--- config.mk ---
export PLATFORM = sky130hd
export DESIGN_NAME = asc_ctrl
export DESIGN_NICKNAME = d
export VERILOG_FILES = /design/src/design/asc_pkg.sv /design/src/design/asc_sync.sv /design/src/design/asc_mux_switch.sv /design/src/design/asc_ctrl.sv
export SDC_FILE = /design/constraint.sdc
export NUM_CORES = 1
export LEC_CHECK = 0
export BUFFER_PORTS_ARGS = -buffer_cell sky130_fd_sc_hd__buf_2
export CORE_ASPECT_RATIO = 0.6
export CORE_MARGIN = 2
export CORE_UTILIZATION = 53
export CTS_BUF_LIST = sky130_fd_sc_hd__clkbuf_4
export DETAILED_ROUTE_END_ITERATION = 8
export PLACE_DENSITY = 0.84
export SLEW_MARGIN = 20
export SYNTH_ARGS = -nofsm -noshare
export SYNTH_HDL_FRONTEND = slang
export SYNTH_SLANG_ARGS = --single-unit
--- constraint.sdc ---
create_clock -name clk -period 3.2 [get_ports clk]
set_input_delay 0.64 -clock clk [delete_from_list [all_inputs] [get_ports clk]]
set_output_delay 0.64 -clock clk [all_outputs]
set_load 0.005 [all_outputs]
--- src/design/asc_pkg.sv ---
// Package for the converter sample and convert control block.
// Assumes one clock domain; the clock enable stands for the conversion clock rate.
package asc_pkg;
   localparam int  ASC_ADDR_W   = 4;
   localparam int  ASC_DATA_W   = 16;
   localparam int  ASC_NUM_CH   = 12;
   localparam int  ASC_NUM_PIN  = 8;
   localparam int  ASC_CH_W     = 4;
   localparam int  ASC_CNT_W    = 7;
   // Register offsets.
   localparam logic [3:0] ASC_REG_CTRL   = 4'h0;
   localparam logic [3:0] ASC_REG_REF    = 4'h1;
   localparam logic [3:0] ASC_REG_CHAN   = 4'h2;
   localparam logic [3:0] ASC_REG_AE     = 4'h3;
   localparam logic [3:0] ASC_REG_STATUS = 4'h4;
   // Control register fields.
   localparam int CTL_ENABLE  = 0;
   localparam int CTL_CORE_ON = 1;
   localparam int CTL_SWSTART = 2;
   localparam int CTL_INVERT  = 3;
   localparam int CTL_SRC_LO  = 4;
   localparam int CTL_SHT_LO  = 6;
   // Reference register fields.
   localparam int REF_POWER   = 0;
   localparam int REF_LEVEL   = 1;
   localparam int REF_OUT     = 2;
   localparam int REF_BURST   = 3;
   localparam int REF_LOWRATE = 4;
   localparam int REF_EXT_HI  = 5;
   localparam int REF_EXT_LO  = 6;
   // Trigger sources.
   localparam logic [1:0] ASC_SRC_SW  = 2'h0;
   localparam logic [1:0] ASC_SRC_T1  = 2'h1;
   localparam logic [1:0] ASC_SRC_T0  = 2'h2;
   localparam logic [1:0] ASC_SRC_T2  = 2'h3;
   // Timing in conversion-clock cycles.
   localparam logic [6:0] ASC_SHT_4   = 7'h04;
   localparam logic [6:0] ASC_SHT_8   = 7'h08;
   localparam logic [6:0] ASC_SHT_16  = 7'h10;
   localparam logic [6:0] ASC_SHT_64  = 7'h40;
   localparam logic [6:0] ASC_CONV_CYC = 7'h0D;
   localparam logic [6:0] ASC_ONE     = 7'h01;
   localparam logic [15:0] ASC_ZERO16 = 16'h0000;
   typedef enum logic [1:0] {
      ASC_IDLE   = 2'b00,
      ASC_SYNC   = 2'b01,
      ASC_SAMPLE = 2'b11,
      ASC_CONV   = 2'b10
   } asc_state_t;
endpackage

--- src/design/asc_sync.sv ---
// Two-stage synchroniser for a single level input.
// Assumes the input may change at any time relative to clk.
`timescale 1ns/10ps
`default_nettype none
module asc_sync (
   // Clock and reset
   input  wire logic clk,
   input  wire logic rst,
   input  wire logic ce,
   // Level in and out
   input  wire logic din,
   output var  logic dout
);
   logic stage1;
   always_ff @(posedge clk or posedge rst) begin
      if (rst) begin
         stage1 <= 1'b0;
         dout   <= 1'b0;
      end else if (ce) begin
         stage1 <= din;
         dout   <= stage1;
      end
   end
endmodule
`default_nettype wire

--- src/design/asc_mux_switch.sv ---
// One T-switch of the input multiplexer: break-before-make control.
// Assumes the select and sample request come from logic synchronous to clk.
`timescale 1ns/10ps
`default_nettype none
module asc_mux_switch (
   // Clock and reset
   input  wire logic clk,
   input  wire logic rst,
   input  wire logic ce,
   // Control
   input  wire logic want,
   input  wire logic others_closed,
   // Switch drive
   output var  logic closed,
   output var  logic ground
);
   // A switch may close only once every other switch has opened.
   always_ff @(posedge clk or posedge rst) begin
      if (rst) begin
         closed <= 1'b0;
         ground <= 1'b1;
      end else if (ce) begin
         closed <= want & ~others_closed;
         ground <= ~(want & ~others_closed);
      end
   end
endmodule
`default_nettype wire

--- src/design/asc_ctrl.sv ---
// Sample and convert control: trigger select, sample timer, conversion timer,
// multiplexer switching, pin analog enables and reference controls.
// Assumes ce pulses once per conversion-clock cycle and all inputs are synchronous.
//
// Behaviour
// - A rising edge on the sample trigger starts a conversion cycle.
// - Trigger source is software bit or timer outputs 1, 0, 2.
// - Trigger invert flips the chosen source before edge detection.
// - Sample period is 4, 8, 16 or 64 conversion-clock cycles.
// - Trigger synchronised first, then sampling held high for the period.
// - Falling edge of sampling starts a 13-cycle conversion.
// - Inputs disconnected unless sampling; then only the selected one connects.
// - Multiplexer opens the old switch before closing the new one.
// - Unselected channels isolated with intermediate node grounded.
// - Channel select covers eight external and four internal inputs.
// - One analog-enable bit per pin disables its digital buffers.
// - Reference generator powered only while reference power bit is 1.
// - Reference level 2.5 V when level bit is 1, else 1.5 V.
// - Output plus burst drives reference only in sample and conversion.
// - Low-rate bit puts reference buffer in reduced-current mode.
// - External upper reference from A4, lower from A3 when chosen.
// - No conversion unless conversion enable is 1.
// - Core powered only while core power bit is set.
//
// Strobed register access and the placing of the registers were decided locally.
`timescale 1ns/10ps
`default_nettype none
module asc_ctrl (
   // Clock and reset
   input  wire logic                            clk,
   input  wire logic                            rst,
   input  wire logic                            ce,
   // Register port
   input  wire logic [asc_pkg::ASC_ADDR_W-1:0]  addr,
   input  wire logic [asc_pkg::ASC_DATA_W-1:0]  wdata,
   input  wire logic                            wr,
   input  wire logic                            rd,
   output var  logic [asc_pkg::ASC_DATA_W-1:0]  rdata,
   // Timer trigger outputs
   input  wire logic                            timer_out0,
   input  wire logic                            timer_out1,
   input  wire logic                            timer_out2,
   // Converter and analog controls
   output var  logic                            sampling_active,
   output var  logic                            converting,
   output var  logic                            core_power_on,
   output var  logic [asc_pkg::ASC_NUM_CH-1:0]  switch_closed,
   output var  logic [asc_pkg::ASC_NUM_CH-1:0]  node_ground,
   output var  logic [asc_pkg::ASC_NUM_PIN-1:0] analog_pin_enable,
   output var  logic                            ref_power_on,
   output var  logic                            ref_level_select,
   output var  logic                            ref_drive_external,
   output var  logic                            low_rate_buffer_mode,
   output var  logic                            ext_ref_hi_a4,
   output var  logic                            ext_ref_lo_a3
);
   import asc_pkg::*;

   typedef struct packed {
      logic [15:0]          ctrl;
      logic [15:0]          refc;
      logic [ASC_CH_W-1:0]  chan;
      logic [7:0]           ae;
      logic                 trig_prev;
      asc_state_t           state;
      logic [ASC_CNT_W-1:0] cnt;
      logic [15:0]          rdata;
      logic                 refdrv;
      logic                 samp;
      logic                 conv;
   } asc_regs_t;

   asc_regs_t r;
   asc_regs_t next_r;

   logic                sel_src;
   logic                trig_raw;
   logic                trig_sync;
   logic                trig_edge;
   logic [ASC_CNT_W-1:0] sht_len;
   logic [ASC_NUM_CH-1:0] want;
   logic [ASC_NUM_CH-1:0] closed_w;
   logic [ASC_NUM_CH-1:0] ground_w;

   ////////////////////////////////////////////////////////////////////////////
   // Trigger path.
   always_comb begin
      case (r.ctrl[CTL_SRC_LO +: 2])
         ASC_SRC_SW: sel_src = r.ctrl[CTL_SWSTART];
         ASC_SRC_T1: sel_src = timer_out1;
         ASC_SRC_T0: sel_src = timer_out0;
         ASC_SRC_T2: sel_src = timer_out2;
         default:    sel_src = 1'b0;
      endcase
      trig_raw = sel_src ^ r.ctrl[CTL_INVERT];
   end

   // Synchroniser output is the second stage; the edge detector only sees it.
   asc_sync u_sync (
      .clk  (clk),
      .rst  (rst),
      .ce   (ce),
      .din  (trig_raw),
      .dout (trig_sync)
   );

   assign trig_edge = trig_sync & ~r.trig_prev;

   always_comb begin
      case (r.ctrl[CTL_SHT_LO +: 2])
         2'h0:    sht_len = ASC_SHT_4;
         2'h1:    sht_len = ASC_SHT_8;
         2'h2:    sht_len = ASC_SHT_16;
         2'h3:    sht_len = ASC_SHT_64;
         default: sht_len = ASC_SHT_4;
      endcase
   end

   ////////////////////////////////////////////////////////////////////////////
   // Next state.
   always_comb begin
      next_r = r;
      next_r.trig_prev = trig_sync;
      next_r.rdata = ASC_ZERO16;
      if (wr) begin
         case (addr)
            ASC_REG_CTRL: next_r.ctrl = wdata;
            ASC_REG_REF:  next_r.refc = wdata;
            ASC_REG_CHAN: next_r.chan = (wdata[ASC_CH_W-1:0] < ASC_CH_W'(ASC_NUM_CH)) ?
                                        wdata[ASC_CH_W-1:0] : r.chan;
            ASC_REG_AE:   next_r.ae = wdata[7:0];
            default:      next_r = next_r;
         endcase
      end
      if (rd) begin
         case (addr)
            ASC_REG_CTRL:   next_r.rdata = r.ctrl;
            ASC_REG_REF:    next_r.rdata = r.refc;
            ASC_REG_CHAN:   next_r.rdata = {12'h000, r.chan};
            ASC_REG_AE:     next_r.rdata = {8'h00, r.ae};
            ASC_REG_STATUS: next_r.rdata = {12'h000, r.state, (r.state == ASC_CONV),
                                            (r.state == ASC_SAMPLE)};
            default:        next_r.rdata = ASC_ZERO16;
         endcase
      end
      if (ce) begin
         case (r.state)
            ASC_IDLE: begin
               // The edge is already synchronised, so sampling rises on the next enabled clock edge.
               if (trig_edge && r.ctrl[CTL_ENABLE] && r.ctrl[CTL_CORE_ON]) begin
                  next_r.state = ASC_SAMPLE;
                  next_r.cnt   = sht_len - ASC_ONE;
               end
            end
            ASC_SYNC:
               next_r.state = ASC_IDLE;
            ASC_SAMPLE: begin
               if (r.cnt == '0) begin
                  next_r.state = ASC_CONV;
                  next_r.cnt   = ASC_CONV_CYC - ASC_ONE;
               end else begin
                  next_r.cnt = r.cnt - ASC_ONE;
               end
            end
            ASC_CONV: begin
               if (r.cnt == '0) next_r.state = ASC_IDLE;
               else next_r.cnt = r.cnt - ASC_ONE;
            end
            default: next_r.state = ASC_IDLE;
         endcase
         if (!r.ctrl[CTL_CORE_ON]) next_r.state = ASC_IDLE;
      end
      // Burst drive is registered with the state and the new reference setting,
      // so it never lags a write to the reference controls by a cycle.
      next_r.refdrv = next_r.refc[REF_OUT] &
                      (~next_r.refc[REF_BURST] | (next_r.state == ASC_SAMPLE) |
                       (next_r.state == ASC_CONV));
      next_r.samp   = (next_r.state == ASC_SAMPLE);
      next_r.conv   = (next_r.state == ASC_CONV);
   end

   always_ff @(posedge clk or posedge rst) begin
      if (rst) begin
         r <= '0;
      end else if (ce || wr || rd) begin
         r <= next_r;
      end
   end

   ////////////////////////////////////////////////////////////////////////////
   // Multiplexer switches.
   // The switches look at the next state, so they open on the same edge as sampling ends
   // and no input stays connected into the conversion.
   always_comb begin
      for (int i = 0; i < ASC_NUM_CH; i++) begin
         want[i] = (next_r.state == ASC_SAMPLE) && (next_r.chan == ASC_CH_W'(i));
      end
   end

   for (genvar g = 0; g < ASC_NUM_CH; g++) begin : g_sw
      asc_mux_switch u_sw (
         .clk           (clk),
         .rst           (rst),
         .ce            (ce),
         .want          (want[g]),
         .others_closed (|(closed_w & ~(ASC_NUM_CH'(1) << g))),
         .closed        (closed_w[g]),
         .ground        (ground_w[g])
      );
   end

   ////////////////////////////////////////////////////////////////////////////
   // Outputs, all from flip-flops.
   always_comb begin
      rdata                = r.rdata;
      sampling_active      = r.samp;
      converting           = r.conv;
      core_power_on        = r.ctrl[CTL_CORE_ON];
      switch_closed        = closed_w;
      node_ground          = ground_w;
      analog_pin_enable    = r.ae;
      ref_power_on         = r.refc[REF_POWER];
      ref_level_select     = r.refc[REF_LEVEL];
      ref_drive_external   = r.refdrv;
      low_rate_buffer_mode = r.refc[REF_LOWRATE];
      ext_ref_hi_a4        = r.refc[REF_EXT_HI];
      ext_ref_lo_a3        = r.refc[REF_EXT_LO];
   end

   ////////////////////////////////////////////////////////////////////////////
   // Checks.
   property p_no_start_disabled;
      @(posedge clk) disable iff (rst)
      (ce && r.state == ASC_IDLE && !r.ctrl[CTL_ENABLE]) |=> (r.state == ASC_IDLE);
   endproperty
   a_no_start_disabled: assert property (p_no_start_disabled) else $error("start while disabled");

   property p_start_on_edge;
      @(posedge clk) disable iff (rst)
      (ce && r.state == ASC_IDLE && trig_edge && r.ctrl[CTL_ENABLE] && r.ctrl[CTL_CORE_ON])
         |=> (r.state == ASC_SAMPLE);
   endproperty
   a_start_on_edge: assert property (p_start_on_edge) else $error("edge did not start sampling");

   property p_conv_after_sample;
      @(posedge clk) disable iff (rst)
      ($fell(sampling_active) && r.ctrl[CTL_CORE_ON]) |-> converting;
   endproperty
   a_conv_after_sample: assert property (p_conv_after_sample) else $error("no conversion after sample");

   property p_conv_len;
      @(posedge clk) disable iff (rst)
      (ce && r.state == ASC_CONV && r.cnt == '0) |=> (r.state == ASC_IDLE);
   endproperty
   a_conv_len: assert property (p_conv_len) else $error("conversion length wrong");

   property p_one_switch;
      @(posedge clk) disable iff (rst)
      $onehot0(switch_closed);
   endproperty
   a_one_switch: assert property (p_one_switch) else $error("two switches closed");

   property p_isolated;
      @(posedge clk) disable iff (rst)
      !sampling_active |-> (switch_closed == '0);
   endproperty
   a_isolated: assert property (p_isolated) else $error("input connected outside sampling");

   property p_ground;
      @(posedge clk) disable iff (rst)
      (node_ground == ~switch_closed);
   endproperty
   a_ground: assert property (p_ground) else $error("open switch not grounded");

   property p_sample4;
      @(posedge clk) disable iff (rst)
      (ce && r.state == ASC_IDLE && trig_edge && r.ctrl[CTL_ENABLE] && r.ctrl[CTL_CORE_ON]
       && r.ctrl[CTL_SHT_LO +: 2] == 2'h0 && $stable(r.ctrl)) ##1 ce[*4] |=> !sampling_active;
   endproperty
   a_sample4: assert property (p_sample4) else $error("four-cycle sample wrong");

   property p_burst;
      @(posedge clk) disable iff (rst)
      (r.refc[REF_OUT] && r.refc[REF_BURST] && r.state == ASC_IDLE && $past(r.state) == ASC_IDLE)
         |-> !ref_drive_external;
   endproperty
   a_burst: assert property (p_burst) else $error("burst reference driven while idle");

   property p_ref_cont;
      @(posedge clk) disable iff (rst)
      (r.refc[REF_OUT] && !r.refc[REF_BURST]) |-> ref_drive_external;
   endproperty
   a_ref_cont: assert property (p_ref_cont) else $error("continuous reference not driven");

   property p_ref_off;
      @(posedge clk) disable iff (rst)
      !r.refc[REF_OUT] |-> !ref_drive_external;
   endproperty
   a_ref_off: assert property (p_ref_off) else $error("reference driven while output off");

   property p_core_abort;
      @(posedge clk) disable iff (rst)
      (ce && !r.ctrl[CTL_CORE_ON]) |=> (!sampling_active && !converting);
   endproperty
   a_core_abort: assert property (p_core_abort) else $error("activity with core powered down");

   property p_phase_excl;
      @(posedge clk) disable iff (rst)
      !(sampling_active && converting);
   endproperty
   a_phase_excl: assert property (p_phase_excl) else $error("sampling and converting together");
endmodule
`default_nettype wire

# Word level (Yosys, flattened, before mapping)
# Cells that the tools add are included.
# op_classes
eq_ne,26
mul,0
div_mod_pow,0
reduce_logical,37
bitwise_logic,43
magnitude_cmp,1
add_sub_neg,2
n_mux,18
n_shift,0
# ops
op,n
OR reduction 11 bit,12
one-hot mux 16 bit (5 select lines),1
2-to-1 mux 45 bit,1
one-hot mux 7 bit (4 select lines),1
inverter 1 bit,26
one-hot mux 7 bit (3 select lines),1
equality test 4 x 3 -> 1 bit (second input constant),5
2-to-1 mux 9 bit,2
equality test 2 bit (second input constant),8
equality test 4 x 2 -> 1 bit (second input constant),4
equality test 4 bit (second input constant),4
2-to-1 mux 16 bit,1
AND 1 bit,14
logical AND 1 bit,14
2-to-1 mux 7 bit,2
subtractor 7 x 1 -> 7 bit (second input constant),2
2-to-1 mux 4 bit,3
AND reduction 3 bit,3
equality test 4 x 1 -> 1 bit (second input constant),2
logical NOT 4 bit,2
2-to-1 mux 8 bit,1
one-hot mux 2 bit (4 select lines),1
logical NOT 7 bit,1
equality test 2 x 1 -> 1 bit (second input constant),3
other kinds (7),13
# word_totals
mem_bits_ro,0
ff_bits,99
ram_bits,0
latch_bits,0
out_inout_bits,57
mem_count,0
inputBits,28
elab_cells,165

# Logic depth before layout (Yosys ltp)
# Gate-level depths: netlist of run 1.
# logic_depth
depth_word,12
ltp_mapped,8

# By module
# A second synthesis of run 1 with hierarchy kept.
# unflattened
cells_unflattened,456
hier_area_um2,4863.4
# modules_own_cells
mod,instances,seq_area_each_um2,area_each_um2,cells_each
asc_ctrl,1,1826.8,3841.2,367
asc_mux_switch,12,51.3,78.8,7
asc_sync,1,50.0,76.3,5

# Least setup slack after synthesis of run 1
# No wires, ideal clock.
# synth_path
path_kind,in2reg
from,input addr[0] (netlist name)
to,register g_sw[2].u_sw.ground
arrival_ps,2091
path_slack_ps,1032
stages,6
path_buffers,1
setup_time_ps,77
cell_sequence,buf_4 -> or3b_4 -> nor3_2 -> o221ai_2 -> or4_1 -> o21a_1
# synth_via
elab_chain_cells,7
# synth_lines
element,line_no,text
start: declaration,asc_ctrl.sv:34,"input wire logic [asc_pkg::ASC_ADDR_W-1:0] addr,"
equality test 4 x 2 -> 1 bit,asc_ctrl.sv:126,case (addr)
2-to-1 mux 4 bit,asc_ctrl.sv:126,
2-to-1 mux 45 bit,asc_ctrl.sv:125,if (wr) begin
equality test 4 x 2 -> 1 bit,asc_ctrl.sv:196,want[i] = (next_r.state == ASC_SAMPLE) && (next_r.chan == ASC_CH_W'(i));
logical AND 1 bit,asc_ctrl.sv:196,
AND 1 bit,asc_mux_switch.sv:24,ground <= ~(want & ~others_closed);
inverter 1 bit,asc_mux_switch.sv:24,
end signal: assignment,asc_mux_switch.sv:24,
end: declaration,asc_mux_switch.sv:15,output var logic ground
# No other way between the ends.
# A chain may end at the register's enable or synchronous reset.

# Final worst setup path of run 1
# layout_path
from,register r[19] (netlist name)
to,"register r, in the netlist ref_drive_external"
# layout_via
elab_chain_cells,9
# layout_lines
element,line_no,text
start: declaration,asc_ctrl.sv:73,asc_regs_t r;
start signal: assignment,asc_ctrl.sv:186,r <= next_r;
logical NOT 7 bit *,"asc_ctrl.sv:158, asc_ctrl.sv:166",
2-to-1 mux 2 bit (on tied branches),"asc_ctrl.sv:166, asc_ctrl.sv:158",
one-hot mux 2 bit (4 select lines) *,asc_ctrl.sv:147,case (r.state)
2-to-1 mux 2 bit *,asc_ctrl.sv:171,if (!r.ctrl[CTL_CORE_ON]) next_r.state = ASC_IDLE;
2-to-1 mux 9 bit *,asc_ctrl.sv:146,if (ce) begin
equality test 2 bit,asc_ctrl.sv:176,(~next_r.refc[REF_BURST] | (next_r.state == ASC_SAMPLE) |
bitwise OR 1 bit,asc_ctrl.sv:176,
bitwise OR 1 bit *,asc_ctrl.sv:176,
AND 1 bit *,asc_ctrl.sv:175,next_r.refdrv = next_r.refc[REF_OUT] &
# Every way passes the cells marked *; elsewhere a longest branch is shown, timed or not.

==> out/results.txt, run 1 <==
R2R depth -> 7
CTS tree -> yes
Cell Area, Synth -> 4950 µm²
RSZ-0062 raised after global routing -> false
Final setup violation count -> 0
vias -> 3464
vias per std cell -> 5.82
Site Rows -> 27
Total GRT Usage -> 22.4%
Final Max Slew Viols -> 0
layout overhead on the synthesized area -> 6.27%
Logic pwr share -> 21.7%
async set-reset flop share out of synthesis -> 100%
status -> completed
Reg2Reg Capture Point -> ref_drive_external$_DFFE_PP0P_
n_diodes -> 0
Reg clk slew, reported paths -> 0.14 ns
setup_tns -> 0 ns
synth warn -> 0
part of the power in the clock network -> 21.8%
Hold Path Class -> in2async
total CTS buffers -> 9
Worst EP arrival -> 2.75 ns
nets@finish -> 504
worst relative slew slack -> 37.5%
Net Sw Frac -> 31.2%
final period utilization -> 74.9%
Initial Util -> 54.2%
Setup crit start kind -> flip-flop
die area -> 10100 µm²
Internal Power -> 1.99 mW
final weighted congestion in routability-driven placement -> 0.916
Yosys cell types -> 56
clock latency on the worst-skew pair -> 0.46 ns
Syn Nets -> 469
most frequent cells in the layout -> dfrtp_1 (87), buf_2 (84), mux2_2 (44)
final wirelength -> 10700 µm
fmax -> 0.417 GHz
initial drt markers -> 255
Antenna Violating Nets Remaining -> 0
cell at the slowest stage of the critical path -> nor4b_1
sequential area share after synthesis -> 50.4%
Die Y -> 78.8 µm
CTS Buffer Depth -> 2
synthesized flop and latch total -> 99
Synth Instances -> 440
drt wl/cell -> 18.0 µm
clock skew -> 0.0102 ns
post-cts resize count -> 0
Lkg Pwr -> 2.41 nW
crit-path max cell delay -> 0.50 ns
Num Clock Sinks -> 99
Critical Path End Type -> flip-flop
initial antenna violation count -> 0
Crit Path Max Fanout -> 5
Finished Layout Cells -> 595
Power per Cell Area -> 551 nW/µm²
hpwl dp -> 7850 µm
vias in the first global route -> 3364
Placed Cells -> 580
CTS Hold Bufs -> 0
htree depth -> 3
Buffers on Ports -> 84
layout cell share with drive strength beyond 1 -> 36.7%
first-pass GRT wire length -> 17600 µm
reg-to-reg slack, setup -> 0.80 ns
Main synth FF type -> dfrtp_1
CP top delay family -> compound AO/OA/AOI/OAI gates
post-route minimum period -> 2.40 ns
Die X -> 129 µm
DRC errors left -> 0
top-area cell type share of the netlist area -> 44.0%
VDD IR-drop max -> 0.000361 V
most frequent cell on the critical path -> o21ai_0
Syn Area/Cell -> 11.2 µm²
Post-synth EDFFs -> 0
Critical Path RT -> 3.56 ns
leading post-synthesis cells by cell area -> dfrtp_1 (44%), mux2_2 (10%), buf_4 (7.7%)
WP buf/inv -> 1
Root Driver -> clkbuf_4
Final Hold Viols -> 0
Flop pwr share -> 56.5%
Net Switching -> 0.904 mW
crit path kind -> reg2reg
reg2reg start -> r[19]$_DFFE_PP0P_
I/O pins -> 85
commonest non-fill, non-tap cell in the layout -> dfrtp_1
CORE AREA -> 9120 µm²
postcts setup bufs -> 0
Worst Tran Pin Value -> 0.935 ns
global route overflow -> 0
crit path cell chain -> inv_1 -> ha_1 -> nor4b_1 -> nand3_1 -> a221o_1 -> o21ai_0 -> o21ai_0
fillers -> 766
DR pass1 iterations -> 5
largest area contributor in the netlist -> dfrtp_1
max-cap viol count -> 0
largest net degree at the start of global routing -> 59
==> worst max path at each step <==
stage                                  from                              end  slack [ns]  cells after the start
after detailed placement            addr[1]  g_sw[2].u_sw.ground$_DFFE_PP1P_        0.68                      6
after floorplan                     addr[0]  g_sw[2].u_sw.ground$_DFFE_PP1P_        1.03                      6
after global routing      r[19]$_DFFE_PP0P_   ref_drive_external$_DFFE_PP0P_        0.64                      7
after CTS                 r[19]$_DFFE_PP0P_   ref_drive_external$_DFFE_PP0P_        0.83                      7
after global placement              addr[1]  g_sw[2].u_sw.ground$_DFFE_PP1P_        0.75                      6
final                     r[19]$_DFFE_PP0P_   ref_drive_external$_DFFE_PP0P_        0.80                      7
==> registers in the layout, summed over array words and instances (netlist names), 8 cells and up <==
signal / flops
r: 40
rdata: 16
g_sw.u_sw.ground: 12
g_sw.u_sw.closed: 12
analog_pin_enable: 8
==> cells by family (layout without fill, tap and decap cells) <==
| group | Yosys count | after routing | share of synthesized area [%] |
|---|---|---|---|
| AOI/OAI and AO/OA | 89 | 89 | 12.1 |
| adders and majority gates | 1 | 1 | 0.253 |
| DFF | 99 | 99 | 50.4 |
| xor gates and xnor gates | 1 | 1 | 0.177 |
| buffers and inverters | 85 | 124 | 10.4 |
| muxes | 65 | 65 | 15.3 |
| and+or+nand+nor | 100 | 100 | 11.4 |
==> through the flow <==
stage,power (mW),util [%],hold slack [ns],cell area [µm²],setup slack [ns]
after detailed placement,2.28,56.3,0.466,5130,0.681
after CTS,2.90,57.6,0.365,5260,0.828
after floorplan,2.08,-,0.451,4950,1.03
after global routing,3.05,57.6,0.403,5260,0.644
after global placement,2.23,56.3,0.460,5130,0.752
final,2.89,57.6,0.349,5260,0.803
==> layer usage <==
metal  global-route usage (%)  vias up  routed length [µm]
met1                     33.1     1729                5090
met4                     7.07        0                 144
met3                     6.27       16                 711
met2                     32.2      114                4790
met5                        0        -                   0
li1                         -     1605                   -
==> power groups by stage <==
stage	Clock [mW]	Sequential, mW	Combinational [mW]
final	0.632	1.64	0.627
after global routing	0.692	1.67	0.688
after detailed placement	0	1.65	0.626
after global placement	0	1.64	0.594
after CTS	0.643	1.63	0.629
after floorplan	0	1.58	0.502
==> cell type report <==
class / count / area [µm²] / area share [%]
sequential: 99 / 2490 / 47.4
multi-input combinational: 256 / 1940 / 37.0
timing repair buffer: 89 / 470 / 8.95
tap: 116 / 145 / 2.76
inverter: 20 / 78.8 / 1.50
clock buffer: 9 / 67.6 / 1.29
clock inverter: 6 / 57.6 / 1.09
==> cell usage after synthesis, types with 8 or more instances <==
| master | number |
|---|---|
| nor2_1 | 24 |
| a21oi_1 | 12 |
| o21ai_0 | 31 |
| nand2_1 | 28 |
| clkbuf_1 | 9 |
| o32ai_1 | 8 |
| a31oi_1 | 8 |
| inv_1 | 20 |
| mux2i_1 | 17 |
| o32a_1 | 8 |
| mux2_2 | 44 |
| dfstp_2 | 12 |
| dfrtp_1 | 87 |
| buf_4 | 51 |
(Power assumes the default switching activity.)
==> run 2: changes to the inputs <==
CORE_UTILIZATION = 55   (was 53)
PLACE_DENSITY = 0.83   (was 0.84)
clock period = 2.3 ns   (was 3.2 ns; I/O delays follow)
==> run 2 against run 1 <==
Compared with the run above: first-iteration DRC count is 27% higher; hold slack worse by 0.31 ns; power is 49% higher; flip-flop and latch count stayed put; worst setup slack worse by 0.67 ns; wire length is 3.4% higher; via count is 3.7% higher; cell count is 1.5% higher; register-to-register slack worse by 0.67 ns; clock-buffer cell count is 1 higher; maximum frequency is 11% higher; sequential power is 38% higher.
==> out/results.txt, run 2 (synthesized netlist as in run 1, its figures left out) <==
Initial Util -> 57.4%
reg-to-reg slack, setup -> 0.13 ns
global route overflow -> 0
Final setup violation count -> 0
fmax -> 0.461 GHz
Net Sw Frac -> 29.6%
Total GRT Usage -> 23.6%
fin util -> 63.0%
cell at the slowest stage of the critical path -> dfrtp_1
Final Hold Viols -> 0
Site Rows -> 26
pre-CTS WS -> 0.0272 ns
Worst EP arrival -> 2.52 ns
drt wl/cell -> 18.4 µm
most flop-heavy register -> r
R2R depth -> 7
Worst Tran Pin Value -> 0.553 ns
layout overhead on the synthesized area -> 9.74%
CTS Buffer Depth -> 2
Final WS setup -> 0.132 ns
I/O pins -> 85
Hold Path Class -> in2async
final instance area -> 5430 µm²
part of the power in the clock network -> 26.5%
final weighted congestion in routability-driven placement -> 0.847
most frequent cell on the critical path -> o21ai_0
Antenna Violating Nets Remaining -> 0
Final Max Slew Viols -> 0
htree depth -> 3
Reg2Reg Capture Point -> ref_drive_external$_DFFE_PP0P_
crit path kind -> reg2reg
Lkg Pwr -> 2.50 nW
worst relative slew slack -> 62.1%
Setup crit start kind -> flip-flop
Die X -> 126 µm
Internal Power -> 3.05 mW
setup_tns -> 0 ns
DR pass1 iterations -> 5
initial antenna violation count -> 0
hpwl dp -> 8290 µm
VDD IR-drop max -> 0.000615 V
first-pass GRT wire length -> 18000 µm
most frequent cells in the layout -> dfrtp_1 (87), buf_2 (84), mux2_2 (44)
vias -> 3592
Num Clock Sinks -> 99
RSZ-0062 raised after global routing -> false
Die Y -> 77.5 µm
post-placement cell area -> 5230 µm²
Hold Slack -> 0.0394 ns
layout cell share with drive strength beyond 1 -> 39.2%
CTS Hold Bufs -> 0
Critical Path RT -> 2.65 ns
CORE AREA -> 8620 µm²
Largest register FFs -> 40
largest net degree at the start of global routing -> 47
Reg clk slew, reported paths -> 0.15 ns
Root Driver -> clkbuf_4
Buffers on Ports -> 84
Flop pwr share -> 52.3%
die area -> 9790 µm²
Crit Path Max Fanout -> 5
nets@finish -> 516
clock latency on the worst-skew pair -> 0.46 ns
clock skew -> 0.0105 ns
crit path cell chain -> inv_1 -> ha_1 -> nor4b_2 -> nand3_1 -> a221o_1 -> o21ai_0 -> o21ai_0
initial drt markers -> 323
final period utilization -> 94.3%
Power per Cell Area -> 797 nW/µm²
final wirelength -> 11100 µm
crit-path max cell delay -> 0.42 ns
Logic pwr share -> 21.3%
n_diodes -> 0
post-route minimum period -> 2.17 ns
fillers -> 638
max-cap viol count -> 0
DRC errors left -> 0
reg2reg start -> r[19]$_DFFE_PP0P_
total CTS buffers -> 9
Net Switching -> 1.28 mW
vias per std cell -> 5.95
vias in the first global route -> 3500
commonest non-fill, non-tap cell in the layout -> dfrtp_1
CTS tree -> yes
status -> completed
Critical Path End Type -> flip-flop
-- run 2: critical path: cells and delay by family (launching register included) --
kind	cells	cell delay, ns
AOI/OAI and AO/OA	3	0.73
and+or+nand+nor	2	0.59
DFF	1	0.42
adders and majority gates	1	0.24
buffers and inverters	1	0.08
-- run 2: through the flow --
stage	instances	total power, mW
floorplan	440	2.90
global placement	588	3.14
detailed placement	588	3.20
CTS	604	4.33
global route	604	4.54
finish	604	4.33
-- run 2: power groups by stage --
| stage | logic (mW) | registers [mW] | clock network (mW) |
|---|---|---|---|
| after floorplan | 0.699 | 2.20 | 0 |
| after global placement | 0.878 | 2.26 | 0 |
| after detailed placement | 0.916 | 2.28 | 0 |
| after CTS | 0.918 | 2.25 | 1.16 |
| after global routing | 1.01 | 2.30 | 1.23 |
| final | 0.920 | 2.26 | 1.15 |
-- run 2: how the worst max path moves through the flow --
stage,from,depth (start not counted),end
after floorplan,addr[0],6,g_sw[2].u_sw.ground$_DFFE_PP1P_
after global placement,r[19]$_DFFE_PP0P_,7,g_sw[8].u_sw.closed$_DFFE_PP0P_
after global routing,r[19]$_DFFE_PP0P_,7,ref_drive_external$_DFFE_PP0P_
after detailed placement,r[19]$_DFFE_PP0P_,7,g_sw[9].u_sw.ground$_DFFE_PP1P_
final,r[19]$_DFFE_PP0P_,7,ref_drive_external$_DFFE_PP0P_
after CTS,r[19]$_DFFE_PP0P_,7,g_sw[9].u_sw.ground$_DFFE_PP1P_
-- run 2: layout make-up --
type / instances / area (µm²) / area share [%]
well taps: 112 / 140 / 2.58
repair buffers: 101 / 573 / 10.6
clock inverters: 6 / 114 / 2.10
multi-input cells: 256 / 1950 / 36.0
flip-flops and latches: 99 / 2490 / 45.9
clock buffers: 10 / 75.1 / 1.38
inverters: 20 / 78.8 / 1.45
-- run 2: repair_timing --
item / CTS / global route
buffers inserted: 0 / 0
gates resized for setup: 0 / 2
hold endpoints to repair: 0 / 0
endpoints found under the setup margin: 0 / 28
-- run 2: per-layer routing --
metal	GRT usage [%]	vias to the layer above	part of all wire, %
met5	0	-	0
met4	6.04	0	1.3
met3	7.72	13	8.6
met2	35.0	134	45
met1	33.7	1805	46
li1	-	1640	-
